--- src/hw/ipfr_pkg.sv ---
package ipfr_pkg;

  // ==========================================================
  // Register addresses in the special-function space
  localparam logic [7:0] ADDR_EXT_IRQ_FLAGS = 8'h91;
  localparam logic [7:0] ADDR_IRQ_PRIORITY_STD = 8'hB8;
  localparam logic [7:0] ADDR_SERIAL_DOUBLER_AND_IRQ2_FLAG = 8'hD8;
  localparam logic [7:0] ADDR_SPI_IRQ_SOURCE = 8'hE4;
  localparam logic [7:0] ADDR_EXT_IRQ_ENABLE = 8'hE8;
  localparam logic [7:0] ADDR_EXT_IRQ_PRIORITY = 8'hF8;

  // ==========================================================
  // Field positions
  localparam int BIT_EXTERN0_FLAG = 5;
  localparam int BIT_CONVERTER_FLAG = 4;
  localparam int BIT_SERIAL1_BAUD_DOUBLER = 7;
  localparam int BIT_EXTERN_TWO_FLAG = 3;
  localparam int BIT_EXTERN_TWO = 4;
  localparam int BIT_EXTERN0 = 1;
  localparam int BIT_CONVERTER = 0;
  localparam int STD_PRIO_WIDTH = 7;

  // ==========================================================
  // Constant-one masks of reserved bits
  localparam logic [7:0] ONES_IRQ_PRIORITY_STD = 8'h80;
  localparam logic [7:0] ONES_EXT_IRQ_FLAGS = 8'h08;
  localparam logic [7:0] ONES_SERIAL_DOUBLER = 8'h40;
  localparam logic [7:0] ONES_EXT_IRQ_ENABLE = 8'hE0;
  localparam logic [7:0] ONES_EXT_IRQ_PRIORITY = 8'hE0;
  localparam logic [7:0] READ_UNMAPPED = 8'h00;

  // ==========================================================
  // Reset values of writable bits
  localparam logic [6:0] RST_IRQ_PRIORITY_STD = 7'h00;
  localparam logic [2:0] RST_EXT_CTRL = 3'h0;
  localparam logic RST_DOUBLER = 1'b0;

  // ==========================================================
  // Source numbers, in fixed arbitration order
  localparam int NUM_SOURCES = 10;
  localparam logic [3:0] SRC_SPI_PERIPH = 4'h0;
  localparam logic [3:0] SRC_EXTERN0 = 4'h8;
  localparam logic [3:0] SRC_EXTERN_TWO = 4'h9;
  localparam logic [3:0] SRC_CONVERTER = 4'h7;
  localparam logic [3:0] SRC_POWER_FAIL = 4'hA;

endpackage

--- src/hw/ipfr_edge_flag.sv ---
`timescale 1ns/10ps
module ipfr_edge_flag #(
  parameter bit RISING = 1'b1
) (
  input wire logic clk_sys,
  input wire logic rst_n,
  input wire logic levelIn,
  input wire logic wrEn,
  input wire logic wrValue,
  output logic flag_q
);

  logic prev_q;
  logic edgeSeen;

  // ==========================================================
  // Edge detect, idle level assumed at reset
  always_ff @(posedge clk_sys)
  begin
    if (!rst_n)
      prev_q <= !RISING;
    else
      prev_q <= levelIn;
  end

  assign edgeSeen = RISING ? (levelIn & !prev_q) : (!levelIn & prev_q);

  // ==========================================================
  // Sticky flag, hardware set beats software clear
  always_ff @(posedge clk_sys)
  begin
    if (!rst_n)
      flag_q <= 1'b0;
    else if (edgeSeen)
      flag_q <= 1'b1;
    else if (wrEn)
      flag_q <= wrValue;
  end

endmodule

--- src/hw/ipfr_irq_regs.sv ---
`timescale 1ns/10ps
// Functional notes
// - Std priority bits 6..0, one per source
// - Listed reserved bits always read one
// - Other reserved bits always read zero
// - Extern0 falling edge sets sticky flag
// - Converter rising edge sets sticky flag
// - Software-set extended flag requests like hardware
// - Extern2 detection sets flag until cleared
// - Uncleared extern2 flag requests again after return
// - Software-set extern2 flag raises request
// - Control bit 7 doubles serial1 baud
// - Enable bit 4 gates extern2
// - Enable bit 1 gates extern0
// - Enable bit 0 gates converter
// - Extended priority bits 4,1,0 select level
// - Read-only SPI priority encoder readout
// - Global enable masks all but power-fail
// - Preemption only by strictly higher level
// - Extern0 low edge, extern2 high edge
module ipfr_irq_regs (
  input wire logic clk_sys,
  input wire logic rst_n,
  input wire logic [7:0] sfrAddr,
  input wire logic [7:0] sfrWrData,
  input wire logic sfrWr,
  input wire logic sfrRd,
  output logic [7:0] sfrRdData_q,
  input wire logic extern0_pin_n,
  input wire logic extern_two_pin,
  input wire logic converterIrqIn,
  input wire logic [7:0] spi_source_code,
  input wire logic [6:0] stdIrqPending,
  input wire logic [6:0] stdIrqEnable,
  input wire logic global_irq_enable,
  input wire logic powerFailIrq,
  input wire logic irqAck,
  input wire logic irqReturn,
  output logic irqReq_q,
  output logic [3:0] irqSource_q,
  output logic irqHigh_q,
  output logic serial1_baud_doubler
);
  import ipfr_pkg::*;

  // ==========================================================
  // Register state
  logic [6:0] irqPrioStd_q;
  logic extern_two_enable_q;
  logic extern0_enable_q;
  logic converter_enable_q;
  logic extern_two_prio_q;
  logic extern0_prio_q;
  logic converter_prio_q;
  logic doubler_q;
  logic [7:0] spiSource_q;
  logic extern0_flag;
  logic converter_flag;
  logic extern_two_flag;
  logic wrFlags;
  logic wrControl;
  logic wrPrioStd;
  logic wrEnable;
  logic wrPriority;

  // ==========================================================
  // Arbitration state
  logic inServiceLow_q;
  logic inServiceHigh_q;
  logic inServicePf_q;
  logic [NUM_SOURCES-1:0] rawReq;
  logic [NUM_SOURCES-1:0] enables;
  logic [NUM_SOURCES-1:0] prios;
  logic [NUM_SOURCES-1:0] pending;
  logic [NUM_SOURCES-1:0] highPend;
  logic [NUM_SOURCES-1:0] lowPend;
  logic reqGrant;
  logic [3:0] srcGrant;
  logic highGrant;

  // Nesting levels, ordered lowest first
  localparam logic [1:0] LEVEL_LOW = 2'h0;
  localparam logic [1:0] LEVEL_HIGH = 2'h1;
  localparam logic [1:0] LEVEL_PF = 2'h2;

  // ==========================================================
  // Lowest set index wins
  function automatic logic [3:0] firstSet(input logic [NUM_SOURCES-1:0] vec);
    logic [3:0] idx;
    idx = 4'h0;
    for (int i = NUM_SOURCES - 1; i >= 0; i--)
    begin
      if (vec[i])
        idx = 4'(i);
    end
    return idx;
  endfunction

  function automatic logic isAddr(input logic [7:0] a, input logic [7:0] ref_addr);
    return a == ref_addr;
  endfunction

  // ==========================================================
  // A level is free while nothing at or above it is in service
  function automatic logic levelFree(input logic [1:0] level, input logic pfBusy, input logic highBusy,
    input logic lowBusy);
    logic free;
    free = !pfBusy;
    if (level != LEVEL_PF)
      free = free && !highBusy;
    if (level == LEVEL_LOW)
      free = free && !lowBusy;
    return free;
  endfunction

  assign wrFlags = sfrWr && isAddr(sfrAddr, ADDR_EXT_IRQ_FLAGS);
  assign wrControl = sfrWr && isAddr(sfrAddr, ADDR_SERIAL_DOUBLER_AND_IRQ2_FLAG);
  assign wrPrioStd = sfrWr && isAddr(sfrAddr, ADDR_IRQ_PRIORITY_STD);
  assign wrEnable = sfrWr && isAddr(sfrAddr, ADDR_EXT_IRQ_ENABLE);
  assign wrPriority = sfrWr && isAddr(sfrAddr, ADDR_EXT_IRQ_PRIORITY);

  // ==========================================================
  // Standard priority register
  always_ff @(posedge clk_sys)
  begin
    if (!rst_n)
      irqPrioStd_q <= RST_IRQ_PRIORITY_STD;
    else if (wrPrioStd)
      irqPrioStd_q <= sfrWrData[STD_PRIO_WIDTH-1:0];
  end

  // ==========================================================
  // Extended enable register
  always_ff @(posedge clk_sys)
  begin
    if (!rst_n)
    begin
      extern_two_enable_q <= RST_EXT_CTRL[2];
      extern0_enable_q <= RST_EXT_CTRL[1];
      converter_enable_q <= RST_EXT_CTRL[0];
    end
    else if (wrEnable)
    begin
      extern_two_enable_q <= sfrWrData[BIT_EXTERN_TWO];
      extern0_enable_q <= sfrWrData[BIT_EXTERN0];
      converter_enable_q <= sfrWrData[BIT_CONVERTER];
    end
  end

  // ==========================================================
  // Extended priority register
  always_ff @(posedge clk_sys)
  begin
    if (!rst_n)
    begin
      extern_two_prio_q <= RST_EXT_CTRL[2];
      extern0_prio_q <= RST_EXT_CTRL[1];
      converter_prio_q <= RST_EXT_CTRL[0];
    end
    else if (wrPriority)
    begin
      extern_two_prio_q <= sfrWrData[BIT_EXTERN_TWO];
      extern0_prio_q <= sfrWrData[BIT_EXTERN0];
      converter_prio_q <= sfrWrData[BIT_CONVERTER];
    end
  end

  // ==========================================================
  // Baud doubler
  always_ff @(posedge clk_sys)
  begin
    if (!rst_n)
      doubler_q <= RST_DOUBLER;
    else if (wrControl)
      doubler_q <= sfrWrData[BIT_SERIAL1_BAUD_DOUBLER];
  end

  assign serial1_baud_doubler = doubler_q;

  // ==========================================================
  // SPI encoder readout, sampled each cycle
  always_ff @(posedge clk_sys)
  begin
    if (!rst_n)
      spiSource_q <= 8'h00;
    else
      spiSource_q <= spi_source_code;
  end

  // ==========================================================
  // Sticky extended flags
  // A software one sets a flag as a pin event would
  // Extern0 pin idles high, reacts to falling edge
  ipfr_edge_flag #(
    .RISING(1'b0)
  ) u_extern0_flag (
    .clk_sys(clk_sys),
    .rst_n(rst_n),
    .levelIn(extern0_pin_n),
    .wrEn(wrFlags),
    .wrValue(sfrWrData[BIT_EXTERN0_FLAG]),
    .flag_q(extern0_flag)
  );

  // Converter input reacts to rising edge
  ipfr_edge_flag #(
    .RISING(1'b1)
  ) u_converter_flag (
    .clk_sys(clk_sys),
    .rst_n(rst_n),
    .levelIn(converterIrqIn),
    .wrEn(wrFlags),
    .wrValue(sfrWrData[BIT_CONVERTER_FLAG]),
    .flag_q(converter_flag)
  );

  // Extern2 pin active high, edge only
  ipfr_edge_flag #(
    .RISING(1'b1)
  ) u_extern_two_flag (
    .clk_sys(clk_sys),
    .rst_n(rst_n),
    .levelIn(extern_two_pin),
    .wrEn(wrControl),
    .wrValue(sfrWrData[BIT_EXTERN_TWO_FLAG]),
    .flag_q(extern_two_flag)
  );

  // ==========================================================
  // Register read port
  always_ff @(posedge clk_sys)
  begin
    if (!rst_n)
      sfrRdData_q <= READ_UNMAPPED;
    else if (sfrRd)
    begin
      case (sfrAddr)
        ADDR_IRQ_PRIORITY_STD:
          sfrRdData_q <= ONES_IRQ_PRIORITY_STD | {1'b0, irqPrioStd_q};
        ADDR_EXT_IRQ_FLAGS:
          sfrRdData_q <= ONES_EXT_IRQ_FLAGS | {2'b00, extern0_flag, converter_flag, 4'h0};
        ADDR_SERIAL_DOUBLER_AND_IRQ2_FLAG:
          sfrRdData_q <= ONES_SERIAL_DOUBLER | {doubler_q, 3'b000, extern_two_flag, 3'b000};
        ADDR_SPI_IRQ_SOURCE:
          sfrRdData_q <= spiSource_q;
        ADDR_EXT_IRQ_ENABLE:
          sfrRdData_q <= ONES_EXT_IRQ_ENABLE |
            {3'b000, extern_two_enable_q, 2'b00, extern0_enable_q, converter_enable_q};
        ADDR_EXT_IRQ_PRIORITY:
          sfrRdData_q <= ONES_EXT_IRQ_PRIORITY |
            {3'b000, extern_two_prio_q, 2'b00, extern0_prio_q, converter_prio_q};
        default:
          sfrRdData_q <= READ_UNMAPPED;
      endcase
    end
  end

  // ==========================================================
  // Request vectors, index is arbitration order
  // Flags are levels: a flag left set requests again
  assign rawReq = {extern_two_flag, extern0_flag, converter_flag, stdIrqPending};
  assign enables = {extern_two_enable_q, extern0_enable_q, converter_enable_q, stdIrqEnable};
  assign prios = {extern_two_prio_q, extern0_prio_q, converter_prio_q, irqPrioStd_q};
  assign pending = global_irq_enable ? (rawReq & enables) : '0;
  assign highPend = pending & prios;
  assign lowPend = pending & ~prios;

  // ==========================================================
  // Grant selection
  always_comb
  begin
    reqGrant = 1'b0;
    srcGrant = SRC_SPI_PERIPH;
    highGrant = 1'b0;
    if (powerFailIrq && levelFree(LEVEL_PF, inServicePf_q, inServiceHigh_q, inServiceLow_q))
    begin
      reqGrant = 1'b1;
      srcGrant = SRC_POWER_FAIL;
      highGrant = 1'b1;
    end
    else if (|highPend && levelFree(LEVEL_HIGH, inServicePf_q, inServiceHigh_q, inServiceLow_q))
    begin
      reqGrant = 1'b1;
      srcGrant = firstSet(highPend);
      highGrant = 1'b1;
    end
    else if (|lowPend && levelFree(LEVEL_LOW, inServicePf_q, inServiceHigh_q, inServiceLow_q))
    begin
      reqGrant = 1'b1;
      srcGrant = firstSet(lowPend);
      highGrant = 1'b0;
    end
  end

  // ==========================================================
  // Request output, withdrawn at the edge that ends the acknowledge cycle
  // Keeps one request from being taken twice
  always_ff @(posedge clk_sys)
  begin
    if (!rst_n)
    begin
      irqReq_q <= 1'b0;
      irqSource_q <= SRC_SPI_PERIPH;
      irqHigh_q <= 1'b0;
    end
    else
    begin
      irqReq_q <= reqGrant && !irqAck && !irqReturn;
      irqSource_q <= srcGrant;
      irqHigh_q <= highGrant;
    end
  end

  // ==========================================================
  // In-service levels, return pops the highest
  // Nesting runs low, high, power-fail, so the top is last
  always_ff @(posedge clk_sys)
  begin
    if (!rst_n)
    begin
      inServiceLow_q <= 1'b0;
      inServiceHigh_q <= 1'b0;
      inServicePf_q <= 1'b0;
    end
    else if (irqAck && irqReq_q)
    begin
      if (irqSource_q == SRC_POWER_FAIL)
        inServicePf_q <= 1'b1;
      else if (irqHigh_q)
        inServiceHigh_q <= 1'b1;
      else
        inServiceLow_q <= 1'b1;
    end
    else if (irqReturn)
    begin
      if (inServicePf_q)
        inServicePf_q <= 1'b0;
      else if (inServiceHigh_q)
        inServiceHigh_q <= 1'b0;
      else
        inServiceLow_q <= 1'b0;
    end
  end

endmodule

--- config.mk ---
export PLATFORM = sky130hd
export DESIGN_NAME = ipfr_irq_regs
export DESIGN_NICKNAME = d
export VERILOG_FILES = /design/src/hw/ipfr_pkg.sv /design/src/hw/ipfr_edge_flag.sv /design/src/hw/ipfr_irq_regs.sv
export SDC_FILE = /design/constraint.sdc
export NUM_CORES = 1
export LEC_CHECK = 0
export BUFFER_PORTS_ARGS = -buffer_cell sky130_fd_sc_hd__clkbuf_2
export CAP_MARGIN = 40
export CELL_PAD_IN_SITES_DETAIL_PLACEMENT = 2
export CELL_PAD_IN_SITES_GLOBAL_PLACEMENT = 2
export CORE_MARGIN = 5
export CORE_UTILIZATION = 33
export DETAILED_ROUTE_END_ITERATION = 8
export PLACE_DENSITY_LB_ADDON = 0.1
export SETUP_SLACK_MARGIN = 0.5
export SYNTH_ARGS = -nofsm -noshare
export SYNTH_HDL_FRONTEND = slang
export SYNTH_SLANG_ARGS = --single-unit
--- constraint.sdc ---
create_clock -name clk_sys -period 3.27 [get_ports clk_sys]
set_input_delay 0.981 -clock clk_sys [delete_from_list [all_inputs] [get_ports clk_sys]]
set_output_delay 0.981 -clock clk_sys [all_outputs]
set_load 0.02 [all_outputs]
==> flow_summary.json <==
{
  "synth_area_mm2": 0.00233,
  "antennaDiodeCount": 0,
  "vias_per_cell": 5.40,
  "critPathMaxFanout": 22,
  "hold_viol": 0,
  "yosysUniqueCellTypes": 49,
  "std_cell_rows": 30,
  "vias": 2272,
  "areaGrowthSynthToFinish_pct": 22.3,
  "clk_pin_slew_ps": 90,
  "async_flop_share": 0,
  "clock_skew_ps": 6.40,
  "post-route-min-period_ps": 2480,
  "rsz0062_at_grt": "no",
  "cts_buffers": 5,
  "grt_pass1_wl_um": 12200,
  "overflow": 0,
  "drc": 0,
  "powerDensity_mw_per_mm2": 420,
  "grt_max_degree": 37,
  "startpoint_type": "input port",
  "p_leak_nw": 1.18,
  "fmax_mhz": 403,
  "coreArea_mm2": 0.00683,
  "slew-limit-headroom": 0.633,
  "final_cell_mix": "clkbuf_2 (63), dfxtp_1 (45), nand2_1 (27), and2_1 (17), nand3_1 (15)",
  "nNetsFinal": 373,
  "use_met2": 0.331,
  "postLayoutSetupSlackWorst_ps": 787,
  "io_buffers": 63,
  "grt_util_met1": 0.204,
  "layout-drive-gt1-share": 0.258,
  "critPathKind": "input port to flop",
  "clk_path_buf_depth": 2,
  "drt-pass1-iter-count": 4,
  "cts_hold_buf": 0,
  "clkLatencyLatePin_ps": 300,
  "post-route-period-util": 0.759,
  "synth_edf_count": 0,
  "synth-seq-cells": 45,
  "syn_inst": 264,
  "root_buffer": "clkbuf_8",
  "dieArea_mm2": 0.00883,
  "synth_nets": 313,
  "tritoncts": "yes",
  "status": "finished, final reports clean",
  "drt-wirelength-per-cell_um": 17.7,
  "fill_cells": 807,
  "yosysWarnings": 0,
  "syn_avg_cell_area_um2": 8.82,
  "dpl_worst_slack_ps": 490,
  "postCtsSetupBuffers": 0,
  "boundaryPins": 64,
  "final_cell_area_mm2": 0.00285,
  "grtUsageMet3": 0.0313,
  "final_common_cell": "clkbuf_2",
  "synth_ff_type": "dfxtp_1",
  "numClockSinks": 45,
  "worst_hold_path_type": "flop to flop",
  "initial_utilization": 0.341,
  "first_iter_violations": 76,
  "top_usage_layer": "met2",
  "setup_viol": 0,
  "ir_drop_uv": 192,
  "htree_levels": 2,
  "wl_um": 7450,
  "place.gp.congestion": 0.823,
  "grt_pass1_vias": 2543,
  "placedInstanceArea_mm2": 0.00271,
  "die_x_um": 94.0,
  "dp_hpwl_um": 5860,
  "arrival_ps": 2670,
  "worst_slew_pin_slew_ps": 551,
  "grt_util_all_layers": 0.175,
  "ant_nets": 0,
  "ys_seq_area_frac": 0.387,
  "antenna_found_initial": 0,
  "finalPower_mw": 1.20,
  "worstPathRequired_ps": 3460,
  "drv_slew": 0,
  "cts_resized": 0,
  "tns_ps": 0,
  "cp-end-kind": "flop",
  "cap_violations": 0,
  "fp.dieH_um": 94.0
}
==> power breakdown <==
group,internal (mW),switching [mW]
Clock,0.308,0.198
Combinational,0.0515,0.0652
Sequential,0.562,0.00969
Total,0.922,0.273
==> layer usage <==
metal  part of all wire  vias to the layer above
li1                   -                     1103
met1               0.43                     1125
met2               0.53                       40
met3              0.033                        4
met4             0.0055                        0
met5                  0                        -
==> registers in the layout (all words and copies together), names as in the netlist, 4 cells and up <==
register,cells
irqSource_q,4
spiSource_q,8
sfrRdData_q,8
irqPrioStd_q,7
==> cell usage after synthesis (2+ instances only) <==
| library cell | n | share of area |
|---|---|---|
| o22ai_1 | 7 | 0.019 |
| and4b_1 | 8 | 0.034 |
| nand2b_1 | 6 | 0.016 |
| nor3b_1 | 2 | 0.0064 |
| nor4b_1 | 3 | 0.011 |
| clkbuf_1 | 7 | 0.011 |
| a22oi_1 | 5 | 0.016 |
| buf_6 | 2 | 0.0097 |
| a21oi_1 | 8 | 0.017 |
| nand3_1 | 15 | 0.032 |
| a21boi_0 | 13 | 0.042 |
| nand4_2 | 3 | 0.016 |
| a31oi_1 | 2 | 0.0054 |
| and2_1 | 17 | 0.046 |
| o211a_1 | 2 | 0.0086 |
| dfxtp_1 | 45 | 0.39 |
| nand4_1 | 9 | 0.024 |
| a221oi_1 | 6 | 0.023 |
| inv_1 | 8 | 0.013 |
| and3_1 | 3 | 0.0081 |
| nor2b_1 | 9 | 0.024 |
| o21a_1 | 2 | 0.0064 |
| nand2_1 | 27 | 0.044 |
| o21ai_0 | 4 | 0.0086 |
| mux2i_1 | 7 | 0.030 |
| nand4b_1 | 3 | 0.011 |
| nor3_1 | 6 | 0.013 |
| nor2_1 | 14 | 0.023 |
==> area by class of cell <==
cell class                 instances  area [um2]  area share
sequential                        45         901       0.316
clock inverter                     3        68.8      0.0242
multi-input combinational        200        1340       0.469
timing repair buffer              64         323       0.113
clock buffer                       5        68.8      0.0242
tap                               96         120      0.0422
inverter                           8        30.0      0.0105
==> through the flow <==
| step | hold WS, ps | cells | utilization |
|---|---|---|---|
| 4_1_cts | 474 | 421 | 0.417 |
| 2_1_floorplan | 439 | 264 | - |
| 3_3_place_gp | 449 | 413 | 0.397 |
| 6_report | 465 | 421 | 0.417 |
| 3_5_place_dp | 461 | 413 | 0.397 |
| 5_1_grt | 512 | 421 | 0.417 |
==> logic make-up (layout without fill, tap and decap cells) <==
family          count (synthesis)  in the layout  share of synthesized area
mux                             7              7                     0.0301
simple gates                  133            133                      0.347
buf+inv                        19             80                     0.0392
flops                          45             45                      0.387
compound gates                 60             60                      0.196
==> worst paths after layout <==
kind                      endpoint                    start  depth (start not counted)  slack [ps]
min          u_extern0_flag.flag_q    u_extern0_flag.prev_q                          2         460
max                       irqReq_q        global_irq_enable                          7         790
max reg2reg               irqReq_q  u_converter_flag.flag_q                          6        1430
min reg2reg  u_extern0_flag.flag_q    u_extern0_flag.prev_q                          2         460
==> critical path, stage by stage <==
cell      delay, ps
clkbuf_2        260
nand4_1         260
nand4_2         170
or3_4           450
a21bo_2         250
a21oi_1         210
nor4b_1          80
No activity file was read; power rests on OpenSTA's default activity.
